<file path="config.mk">
export PLATFORM = sky130hd
export DESIGN_NAME = subtract_carry_bitfield_divide
export DESIGN_NICKNAME = d
export VERILOG_FILES = /design/src/design/exec_pkg.sv /design/src/design/signed_divide_seq.sv /design/src/design/subtract_carry_bitfield_divide.sv
export SDC_FILE = /design/constraint.sdc
export NUM_CORES = 2
export LEC_CHECK = 0
export ABC_AREA = 1
export BUFFER_PORTS_ARGS = -buffer_cell sky130_fd_sc_hd__buf_4
export CAP_MARGIN = 30
export CORE_MARGIN = 2
export CORE_UTILIZATION = 35
export DETAILED_ROUTE_END_ITERATION = 8
export PLACE_DENSITY = 0.53
export SLEW_MARGIN = 20
export SYNTH_ARGS = -nofsm -noshare
export SYNTH_HDL_FRONTEND = slang
export SYNTH_SLANG_ARGS = --single-unit
</file>
<file path="constraint.sdc">
create_clock -name mclk -period 12.2 [get_ports mclk]
set_input_delay 2.44 -clock mclk [delete_from_list [all_inputs] [get_ports mclk]]
set_output_delay 2.44 -clock mclk [all_outputs]
set_load 0.005 [all_outputs]
</file>
<file path="src/design/exec_pkg.sv">
package exec_pkg;

  // Operation selected by the instruction decoder.
  typedef enum logic [1:0] {
    OP_SUB_CARRY,
    OP_FIELD_EXTRACT,
    OP_DIVIDE
  } op_e;

  localparam int DATA_W   = 32;
  localparam int REG_W    = 4;
  localparam int NUM_REGS = 16;
  localparam int DIV_ITER = 32;

  // Register numbers that the wide subtract and field extract forms may not name; divide does not check them.
  localparam logic [3:0] REG_STACK = 4'hD;
  localparam logic [3:0] REG_PC    = 4'hF;

  // Field positions in the wide instruction word (first halfword in 31:16).
  localparam int WIDE_FIRST_LSB     = 16;
  localparam int WIDE_S_BIT         = 20;
  localparam int WIDE_UPPER_AMT_LSB = 12;
  localparam int WIDE_RD_LSB        = 8;
  localparam int WIDE_LOWER_AMT_LSB = 6;
  localparam int WIDE_TYPE_LSB      = 4;
  localparam int WIDE_SECOND_LSB    = 0;
  localparam int SIZE_LESS_ONE_LSB  = 0;

  // Field positions in the narrow instruction word (bits 15:0).
  localparam int NARROW_RDN_LSB    = 0;
  localparam int NARROW_SECOND_LSB = 3;

  // Shift type codes of the two-bit type field.
  localparam logic [1:0] SHIFT_LSL = 2'h0;
  localparam logic [1:0] SHIFT_LSR = 2'h1;
  localparam logic [1:0] SHIFT_ASR = 2'h2;
  localparam logic [1:0] SHIFT_ROR = 2'h3;

  // Bit positions of the program status flags.
  localparam int FLAG_N = 3;
  localparam int FLAG_Z = 2;
  localparam int FLAG_C = 1;
  localparam int FLAG_V = 0;
  localparam logic [3:0] FLAGS_RESET = 4'h0;

  localparam logic [4:0] TOP_BIT   = 5'h1F;
  localparam logic [5:0] MSB_LIMIT = 6'h1F;

endpackage

</file>
<file path="src/design/signed_divide_seq.sv">
`timescale 1ns/1ns
`default_nettype none

// Restoring divider on magnitudes, one quotient bit per clock.
module signed_divide_seq #(
  parameter int W = 32
) (
  // Clock and reset
  input  wire logic         mclk,
  input  wire logic         nrst,
  // Request
  input  wire logic         start,
  input  wire logic [W-1:0] dividend,
  input  wire logic [W-1:0] divisor,
  // Answer
  output logic              done_q,
  output logic [W-1:0]      quotient_q
);

  logic [W:0]         rem_q;
  logic [W-1:0]       quo_q;
  logic [W-1:0]       dvs_q;
  logic               neg_q;
  logic               run_q;
  logic [7:0]         cnt_q;
  logic [W:0]         rem_shift;
  logic [W:0]         trial;
  logic               fits;
  logic [W-1:0]       quo_next;

  assign rem_shift = {rem_q[W-1:0], quo_q[W-1]};
  assign trial     = rem_shift - {1'b0, dvs_q};
  assign fits      = ~trial[W];
  assign quo_next  = {quo_q[W-2:0], fits};

  always_ff @(posedge mclk or negedge nrst) begin
    if (!nrst) begin
      rem_q      <= '0;
      quo_q      <= '0;
      dvs_q      <= '0;
      neg_q      <= 1'b0;
      run_q      <= 1'b0;
      cnt_q      <= '0;
      done_q     <= 1'b0;
      quotient_q <= '0;
    end else begin
      done_q <= 1'b0;
      if (start) begin
        rem_q <= '0;
        quo_q <= dividend[W-1] ? W'(-dividend) : dividend;
        dvs_q <= divisor[W-1] ? W'(-divisor) : divisor;
        neg_q <= dividend[W-1] ^ divisor[W-1];
        run_q <= 1'b1;
        cnt_q <= 8'(W);
      end else if (run_q) begin
        rem_q <= fits ? trial : rem_shift;
        quo_q <= quo_next;
        cnt_q <= cnt_q - 8'h01;
        if (cnt_q == 8'h01) begin
          run_q  <= 1'b0;
          done_q <= 1'b1;
          // Truncating the magnitude rounds toward zero; the most negative
          // value over minus one wraps to itself with no overflow report.
          quotient_q <= neg_q ? W'(-quo_next) : quo_next;
        end
      end
    end
  end

  AST_DIV_WRAP: assert property (@(posedge mclk) disable iff (!nrst)
    start && dividend == 32'h80000000 && divisor == 32'hFFFFFFFF |-> ##33 done_q && quotient_q == 32'h80000000)
    else $error("Most negative over minus one did not wrap.");

endmodule

`default_nettype wire

</file>
<file path="src/design/subtract_carry_bitfield_divide.sv">
`timescale 1ns/1ns
`default_nettype none

module subtract_carry_bitfield_divide (
  // Clock and reset
  input  wire logic            mclk,
  input  wire logic            nrst,
  // Issue from the decoder
  input  wire logic            issue_valid,
  input  wire exec_pkg::op_e   issue_op,
  input  wire logic            issue_narrow,
  input  wire logic [31:0]     issue_instr,
  input  wire logic            cond_pass,
  input  wire logic            in_cond_block,
  input  wire logic            div_trap_en,
  // Register and flag preload
  input  wire logic            load_en,
  input  wire logic [3:0]      load_reg,
  input  wire logic [31:0]     load_data,
  input  wire logic            flag_load_en,
  input  wire logic [3:0]      flag_load_nzcv,
  // Register observation
  input  wire logic [3:0]      peek_reg,
  output logic [31:0]          peek_data_q,
  // Completion
  output logic                 busy_q,
  output logic                 done_q,
  output logic                 wr_en_q,
  output logic [3:0]           wr_reg_q,
  output logic [31:0]          wr_data_q,
  output logic [3:0]           flags_q,
  output logic                 unpredictable_q,
  output logic                 div_zero_fault_q
);

  logic [31:0] regs_q [exec_pkg::NUM_REGS];
  logic [3:0]  div_dst_q;
  logic        setf_q;

  logic        accept;
  logic [3:0]  dst_reg;
  logic [3:0]  src_a_reg;
  logic [3:0]  src_b_reg;
  logic [1:0]  sh_type;
  logic [4:0]  imm5;
  logic [4:0]  sh_amt;
  logic [4:0]  wm1;
  logic        set_flags;
  logic        unpred;
  logic [31:0] opa;
  logic [31:0] opb;
  logic [31:0] sh_val;
  logic [32:0] sum;
  logic [31:0] sbc_res;
  logic        sbc_v;
  logic [5:0]  fx_msb;
  logic [31:0] fx_val;
  logic        div_zero;
  logic        div_start;
  logic        div_done;
  logic [31:0] div_quot;
  logic        ex_done;
  logic        ex_we;
  logic [3:0]  ex_reg;
  logic [31:0] ex_data;
  logic        ex_unpred;
  logic        ex_fault;
  logic        ex_setf;

  function automatic logic bad_reg(input logic [3:0] r);
    bad_reg = (r == exec_pkg::REG_STACK) || (r == exec_pkg::REG_PC);
  endfunction

  // An amount of zero means 32 for the right shifts and one-bit rotate
  // through carry for the rotate, as the immediate shift encoding does.
  function automatic logic [31:0] shift_operand(input logic [31:0] v, input logic [1:0] t,
                                                input logic [4:0] amt, input logic cin);
    logic [5:0] back;
    back = 6'h20 - {1'b0, amt};
    shift_operand = v;
    unique case (t)
      exec_pkg::SHIFT_LSL: shift_operand = v << amt;
      exec_pkg::SHIFT_LSR: shift_operand = (amt == '0) ? '0 : v >> amt;
      exec_pkg::SHIFT_ASR: shift_operand = (amt == '0) ? {32{v[31]}} : 32'($signed(v) >>> amt);
      exec_pkg::SHIFT_ROR: shift_operand = (amt == '0) ? {cin, v[31:1]} : ((v >> amt) | (v << back));
    endcase
  endfunction

  assign accept = issue_valid && !busy_q;
  assign imm5   = {issue_instr[exec_pkg::WIDE_UPPER_AMT_LSB +: 3], issue_instr[exec_pkg::WIDE_LOWER_AMT_LSB +: 2]};
  assign wm1    = issue_instr[exec_pkg::SIZE_LESS_ONE_LSB +: 5];

  // Field decode.
  always_comb begin
    dst_reg   = issue_instr[exec_pkg::WIDE_RD_LSB +: 4];
    src_a_reg = issue_instr[exec_pkg::WIDE_FIRST_LSB +: 4];
    src_b_reg = issue_instr[exec_pkg::WIDE_SECOND_LSB +: 4];
    sh_type   = issue_instr[exec_pkg::WIDE_TYPE_LSB +: 2];
    sh_amt    = imm5;
    set_flags = 1'b0;
    unpred    = 1'b0;
    unique case (issue_op)
      exec_pkg::OP_SUB_CARRY: begin
        if (issue_narrow) begin
          dst_reg   = {1'b0, issue_instr[exec_pkg::NARROW_RDN_LSB +: 3]};
          src_a_reg = {1'b0, issue_instr[exec_pkg::NARROW_RDN_LSB +: 3]};
          src_b_reg = {1'b0, issue_instr[exec_pkg::NARROW_SECOND_LSB +: 3]};
          sh_type   = exec_pkg::SHIFT_LSL;
          sh_amt    = '0;
          set_flags = !in_cond_block;
        end else begin
          set_flags = issue_instr[exec_pkg::WIDE_S_BIT];
          unpred    = bad_reg(dst_reg) || bad_reg(src_a_reg) || bad_reg(src_b_reg);
        end
      end
      exec_pkg::OP_FIELD_EXTRACT: begin
        unpred = bad_reg(dst_reg) || bad_reg(src_a_reg) || (fx_msb > exec_pkg::MSB_LIMIT);
      end
      exec_pkg::OP_DIVIDE: begin
        unpred = 1'b0;
      end
    endcase
  end

  assign opa    = regs_q[src_a_reg];
  assign opb    = regs_q[src_b_reg];
  assign sh_val = shift_operand(opb, sh_type, sh_amt, flags_q[exec_pkg::FLAG_C]);

  assign sum     = {1'b0, opa} + {1'b0, ~sh_val} + {32'h0, flags_q[exec_pkg::FLAG_C]};
  assign sbc_res = sum[31:0];
  assign sbc_v   = (opa[31] == ~sh_val[31]) && (sbc_res[31] != opa[31]);

  // Moving the field's top bit to bit 31 first lets one arithmetic shift
  // both align and sign extend it.
  assign fx_msb = {1'b0, imm5} + {1'b0, wm1};
  assign fx_val = 32'($signed(opa << (exec_pkg::TOP_BIT - fx_msb[4:0])) >>> (exec_pkg::TOP_BIT - wm1));

  assign div_zero  = (opb == '0);
  assign div_start = accept && issue_op == exec_pkg::OP_DIVIDE && cond_pass && !div_zero;

  signed_divide_seq #(
    .W (exec_pkg::DATA_W)
  ) u_div (
    .mclk       (mclk),
    .nrst       (nrst),
    .start      (div_start),
    .dividend   (opa),
    .divisor    (opb),
    .done_q     (div_done),
    .quotient_q (div_quot)
  );

  // Execution outcome of this cycle.
  always_comb begin
    ex_done   = 1'b0;
    ex_we     = 1'b0;
    ex_reg    = dst_reg;
    ex_data   = sbc_res;
    ex_unpred = 1'b0;
    ex_fault  = 1'b0;
    ex_setf   = 1'b0;
    if (div_done) begin
      ex_done = 1'b1;
      ex_we   = 1'b1;
      ex_reg  = div_dst_q;
      ex_data = div_quot;
    end else if (accept && !cond_pass) begin
      ex_done = 1'b1;
    end else if (accept) begin
      unique case (issue_op)
        exec_pkg::OP_SUB_CARRY: begin
          ex_done   = 1'b1;
          ex_unpred = unpred;
          ex_we     = !unpred;
          ex_setf   = !unpred && set_flags;
        end
        exec_pkg::OP_FIELD_EXTRACT: begin
          ex_done   = 1'b1;
          ex_unpred = unpred;
          ex_we     = !unpred;
          ex_data   = fx_val;
        end
        exec_pkg::OP_DIVIDE: begin
          if (div_zero) begin
            ex_done  = 1'b1;
            ex_fault = div_trap_en;
            ex_we    = !div_trap_en;
            ex_data  = '0;
          end
        end
      endcase
    end
  end

  always_ff @(posedge mclk or negedge nrst) begin
    if (!nrst) begin
      done_q           <= 1'b0;
      wr_en_q          <= 1'b0;
      wr_reg_q         <= '0;
      wr_data_q        <= '0;
      unpredictable_q  <= 1'b0;
      div_zero_fault_q <= 1'b0;
      setf_q           <= 1'b0;
    end else begin
      done_q           <= ex_done;
      wr_en_q          <= ex_we;
      wr_reg_q         <= ex_reg;
      wr_data_q        <= ex_data;
      unpredictable_q  <= ex_unpred;
      div_zero_fault_q <= ex_fault;
      setf_q           <= ex_setf;
    end
  end

  always_ff @(posedge mclk or negedge nrst) begin
    if (!nrst) begin
      busy_q    <= 1'b0;
      div_dst_q <= '0;
    end else if (div_start) begin
      busy_q    <= 1'b1;
      div_dst_q <= dst_reg;
    end else if (div_done) begin
      busy_q <= 1'b0;
    end
  end

  // Divide never reaches this path, so its flags stay as they were.
  always_ff @(posedge mclk or negedge nrst) begin
    if (!nrst) begin
      flags_q <= exec_pkg::FLAGS_RESET;
    end else if (ex_setf) begin
      flags_q[exec_pkg::FLAG_N] <= sbc_res[31];
      flags_q[exec_pkg::FLAG_Z] <= (sbc_res == '0);
      flags_q[exec_pkg::FLAG_C] <= sum[32];
      flags_q[exec_pkg::FLAG_V] <= sbc_v;
    end else if (flag_load_en) begin
      flags_q <= flag_load_nzcv;
    end
  end

  // Results land in the file at the same edge, so a following instruction
  // reads them with no forwarding; an execution write beats a preload.
  always_ff @(posedge mclk or negedge nrst) begin
    if (!nrst) begin
      for (int i = 0; i < exec_pkg::NUM_REGS; i++) begin
        regs_q[i] <= '0;
      end
    end else if (ex_we) begin
      regs_q[ex_reg] <= ex_data;
    end else if (load_en) begin
      regs_q[load_reg] <= load_data;
    end
  end

  always_ff @(posedge mclk or negedge nrst) begin
    if (!nrst) begin
      peek_data_q <= '0;
    end else begin
      peek_data_q <= regs_q[peek_reg];
    end
  end

  AST_SBC_VALUE: assert property (@(posedge mclk) disable iff (!nrst)
    accept && cond_pass && issue_op == exec_pkg::OP_SUB_CARRY && !unpred
    |=> wr_en_q && wr_data_q == ($past(opa) - $past(sh_val) - ($past(flags_q[exec_pkg::FLAG_C]) ? 32'h0 : 32'h1)))
    else $error("Subtract with carry wrote a wrong value.");

  AST_SHIFT_LSR32: assert property (@(posedge mclk) disable iff (!nrst)
    !issue_narrow && issue_op == exec_pkg::OP_SUB_CARRY && sh_type == exec_pkg::SHIFT_LSR && sh_amt == '0
    |-> sh_val == '0)
    else $error("Logical right shift by zero did not act as 32.");

  AST_NARROW_DEST: assert property (@(posedge mclk) disable iff (!nrst)
    accept && cond_pass && issue_narrow && issue_op == exec_pkg::OP_SUB_CARRY
    |=> wr_en_q && wr_reg_q == {1'b0, $past(issue_instr[2:0])})
    else $error("Narrow form wrote the wrong register.");

  AST_IN_BLOCK_KEEPS: assert property (@(posedge mclk) disable iff (!nrst)
    accept && issue_narrow && in_cond_block && !flag_load_en |=> $stable(flags_q))
    else $error("Narrow form changed flags inside a conditional block.");

  AST_S_CLEAR_KEEPS: assert property (@(posedge mclk) disable iff (!nrst)
    accept && !issue_narrow && !issue_instr[20] && !flag_load_en |=> $stable(flags_q))
    else $error("Wide form without S changed the flags.");

  AST_SBC_BAD_REG: assert property (@(posedge mclk) disable iff (!nrst)
    accept && cond_pass && !issue_narrow && issue_op == exec_pkg::OP_SUB_CARRY
    && (issue_instr[11:8] == 4'hD || issue_instr[19:16] == 4'hF) |=> unpredictable_q && !wr_en_q)
    else $error("Forbidden register number was not refused.");

  AST_FLAG_NZ: assert property (@(posedge mclk) disable iff (!nrst)
    setf_q |-> flags_q[3] == wr_data_q[31] && flags_q[2] == (wr_data_q == 32'h0))
    else $error("N or Z does not match the written result.");

  AST_FIELD_SIGN: assert property (@(posedge mclk) disable iff (!nrst)
    accept && cond_pass && issue_op == exec_pkg::OP_FIELD_EXTRACT && !unpred
    |=> wr_en_q && wr_data_q[31] == $past(opa[fx_msb[4:0]]))
    else $error("Field was not sign extended from its top bit.");

  AST_FIELD_RANGE: assert property (@(posedge mclk) disable iff (!nrst)
    accept && cond_pass && issue_op == exec_pkg::OP_FIELD_EXTRACT && fx_msb > 6'h1F |=> unpredictable_q)
    else $error("Field beyond bit 31 was not refused.");

  AST_FIELD_BAD_REG: assert property (@(posedge mclk) disable iff (!nrst)
    accept && cond_pass && issue_op == exec_pkg::OP_FIELD_EXTRACT
    && (issue_instr[19:16] == 4'hD || issue_instr[11:8] == 4'hD) |=> unpredictable_q && !wr_en_q)
    else $error("Field extract used a forbidden register.");

  AST_DIV_FLAGS: assert property (@(posedge mclk) disable iff (!nrst)
    div_start |-> ##34 done_q && wr_en_q && !setf_q)
    else $error("Divide did not finish in time or touched the flags.");

  AST_DIV_ZERO: assert property (@(posedge mclk) disable iff (!nrst)
    accept && cond_pass && issue_op == exec_pkg::OP_DIVIDE && div_zero
    |=> done_q && (div_zero_fault_q ? !wr_en_q : (wr_en_q && wr_data_q == 32'h0)))
    else $error("Zero divisor handled wrongly.");

  AST_COND_FAIL: assert property (@(posedge mclk) disable iff (!nrst)
    accept && !cond_pass && !flag_load_en |=> done_q && !wr_en_q && $stable(flags_q))
    else $error("Failed condition changed state.");

endmodule

`default_nettype wire

</file>
==> run_results.csv <==
group,metric,value,unit
outcome,outcome,"complete, no violations",
critical_path,crit_required,12.86,ns
power,pwr-share-clk,0.283,
global_route,first_global_vias,66500,
sta,finalHoldWorstSlack,0.480,ns
placement,dp_cells,11300,
clock_network,cts_resized,0,
sta,slew_headroom,0.180,
finish,drive_above_1_share,0.0885,
power,p_comb_frac,0.443,
critical_path,crit_path_max_incr_delay,0.64,ns
global_route,antenna_found_initial,26,
routing,wl_per_cell,30.1,um
yosys,synth-edff-count,0,
sta,tightest_slew,1.23,ns
routing,drc_errors,0,
routing,first_pass_iters,9,
clock_network,cts_buffers,95,
floorplanning,dieArea,177000,sq um
sta,rsz0062_at_grt,"no",
global_route,grt_pass1_wl,487,mm
sta,period_needed,10.98,ns
routing,drt_iter0_drc,11300,
clock_network,clk_pin_slew_worst_paths,0.05,ns
routing,via_per_inst,6.32,
routing,routed_wl,347,mm
floorplanning,initial_core_util,0.353,
sta,tns,0,ns
sta,finClkSkew,0.0461,ns
routing,ant_nets,0,
yosys,yosysSeqAreaShare,0.302,
sta,setup_violations,0,
yosys,ys_async_sr_fraction,1.00,
critical_path,end_kind,"register",
placement,dpl.hpwl,224,mm
critical_path,critPathLaunch,"issue_op[0]",
global_route,grt_usage,0.380,
routing,vias,72700,
critical_path,worstPathArrival,11.65,ns
clock_network,hold_buffers,0,
sta,layout_worst_path_cycle_share,0.900,
power,seq_power_share,0.274,
critical_path,cpLargestDelayFamily,"compound AO/OA/AOI/OAI gates",
power,p_sw_frac,0.451,
finish,syn_to_final_growth,12.1,%
critical_path,rrSetupSlack,4.23,ns
job,drv_cap,0,
yosys,syn_avg_cell_area,6.51,sq um
floorplanning,coreArea,172000,sq um
yosys,syn_nets,9494,
power,p_per_area,159,nW/um^2
power,p_leak,29.5,nW
power,intPower,5.95,mW
critical_path,crit_fanout,46,
finish,final_cells,11500,
hold_path,min-delay-start,"u_div.dvs_q[17]",
yosys,synth_warnings,0,
clock_network,cts-htree-levels,3,
yosys,synth_ff_type,"dfrtp_1",
sta,fmax,91.0,MHz
yosys,synth_cells,9325,
clock_network,cts.path.max_buffers,3,
clock_network,cts_root_buf,"clkbuf_16",
critical_path,critPathMostFrequentCell,"nand2_1",
floorplanning,num_io_pins,164,
clock_network,cts_sinks,732,
sta,finalMaxSlewViolations,0,
yosys,ys_types,69,
global_route,grt_overflow,0,
yosys,yosys_register_bits,732,
finish,n_fill_cell,18300,
critical_path,cp_slowest_cell,"a2111oi_0",
clock_network,clk_latency,0.78,ns
clock_network,cts_setup_buffers,0,
power,ir_drop,0.116,mV
critical_path,r2r_start,"regs_q[158]",
floorplanning,die_h,420,um
power,p_sw,4.88,mW
critical_path,worst-path-buf-inv,12,
critical_path,worst-setup-path-type,"input port to register",
placement,port_buffers,151,
critical_path,critPathLaunchType,"input port",
yosys,synthesis.area,60700,sq um
clock_network,cts_tree,"yes",
floorplanning,row_count,152,
sta,finalHoldViolCount,0,
hold_path,hold_class,"register to register",
floorplanning,die_x,420,um
placement,finalWeightedCongestion,1.00,
finish,layout.nets,9274,
global_route,grt_max_degree,173,
[logic make-up (layout without fill, tap and decap cells)]
group / count (synthesis) / count (layout) / synth area share
mux: 18 / 18 / 0.00297
other cells: 0 / 16 / 0
flops: 732 / 732 / 0.302
compound gates: 2270 / 2270 / 0.230
buf+inv: 1550 / 1407 / 0.105
fa+ha+maj: 82 / 82 / 0.0174
simple gates: 4545 / 4545 / 0.324
xor+xnor: 128 / 128 / 0.0185
[Yosys cell counts, types with 30 or more instances]
library cell / n / area share
nand2_1: 2225 / 0.14
nand3_1: 1820 / 0.15
o21ai_0: 757 / 0.062
dfrtp_1: 732 / 0.30
inv_1: 684 / 0.042
a21oi_1: 554 / 0.046
o211ai_1: 501 / 0.062
clkbuf_1: 428 / 0.026
nor2_1: 358 / 0.022
buf_2: 252 / 0.021
o221ai_1: 193 / 0.028
xor2_1: 102 / 0.015
buf_1: 92 / 0.0057
ha_1: 78 / 0.016
o21ai_1: 54 / 0.0045
o22ai_1: 53 / 0.0055
buf_4: 41 / 0.0051
nor3_1: 39 / 0.0032
a22oi_1: 34 / 0.0042
nand4_1: 32 / 0.0033
inv_2: 30 / 0.0019
[power by group through the flow]
stage | combinational [mW] | clock (mW) | sequential (mW)
CTS | 4.61 | 3.09 | 2.96
finish | 4.79 | 3.07 | 2.97
detailed placement | 4.59 | 0 | 3.00
floorplan | 2.45 | 0 | 2.95
global placement | 4.57 | 0 | 3.00
global route | 5.03 | 3.19 | 3.01
[stage by stage]
step,setup slack (ns),cell area (sq um),total power [mW],utilization
2_1_floorplan,3.03,60700,5.40,-
3_3_place_gp,0.887,64400,7.57,0.374
3_5_place_dp,0.866,64600,7.59,0.376
4_1_cts,1.65,67900,10.7,0.395
5_1_grt,0.802,68000,11.2,0.396
6_report,1.22,68000,10.8,0.396
[registers in the layout, indices dropped and copies added, names as in the netlist]
| name | cells |
|---|---|
| regs_q | 512 |
| peek_data_q | 32 |
| u_div.dvs_q | 32 |
| u_div.quo_q | 32 |
| u_div.quotient_q | 32 |
| u_div.rem_q | 32 |
| wr_data_q | 32 |
| u_div.cnt_q | 8 |
| div_dst_q | 4 |
| flags_q | 4 |
| wr_reg_q | 4 |
| busy_q | 1 |
| div_zero_fault_q | 1 |
| done_q | 1 |
| u_div.done_q | 1 |
| u_div.neg_q | 1 |
| u_div.run_q | 1 |
| unpredictable_q | 1 |
| wr_en_q | 1 |
[cell type report]
cell class | count | area, sq um | share of cell area
Antenna cell | 16 | 40.0 | 0.000588
Inverter | 727 | 2740 | 0.0403
Tap cell | 2310 | 2890 | 0.0425
Timing Repair Buffer | 506 | 4420 | 0.0650
Multi-Input combinational cell | 7043 | 36300 | 0.534
Clock buffer | 144 | 2830 | 0.0416
Sequential cell | 732 | 18300 | 0.269
Clock inverter | 30 | 478 | 0.00702
[worst min-delay path, cell delays in order (launching register included)]
cell	delay [ns]
dfrtp_1	0.34
nand2_1	0.05
o21ai_0	0.06
[final timing paths]
kind	endpoint	cells after the start
min in group asynchronous	u_div.rem_q[10]	1
worst max register to register	regs_q[156]	42
worst max-delay path	regs_q[156]	49
worst min-delay path	u_div.dvs_q[17]	2
max in group asynchronous	regs_q[28]	3
worst min register to register	u_div.dvs_q[17]	2
[per-layer routing]
metal,part of all wire,global-route usage,vias to the layer above
met2,0.40,0.536,5306
met1,0.38,0.487,34400
met5,0.00028,0,-
met4,0.080,0.264,14
met3,0.13,0.126,1256
li1,-,-,31700
[cells in the final DEF, fill, tap and decap left out, types with 8 or more instances in the layout]
cell type  count
nand2_1     2220
nand3_1     1819
o21ai_0      757
dfrtp_1      732
inv_1        676
a21oi_1      552
o211ai_1     501
buf_4        455
nor2_1       335
o221ai_1     193
xor2_1       100
clkbuf_16     97
ha_1          78
o22ai_1       53
o21ai_1       51
nor3_1        38
buf_12        37
a22oi_1       34
nand4_1       32
inv_2         31
clkbuf_8      26
xnor2_1       25
or2_2         24
clkbuf_1      23
nor2_2        18
mux2i_1       18
diode_2       16
clkinv_2      15
nor2_4        14
clkinv_1      13
a31oi_1       12
nor4_1        11
a21oi_4       11
a21oi_2       10
o21bai_1       9
a211oi_1       9
nand2_2        8
bufinv_16      8
Note: power is estimated with default switching activity, not from simulation.
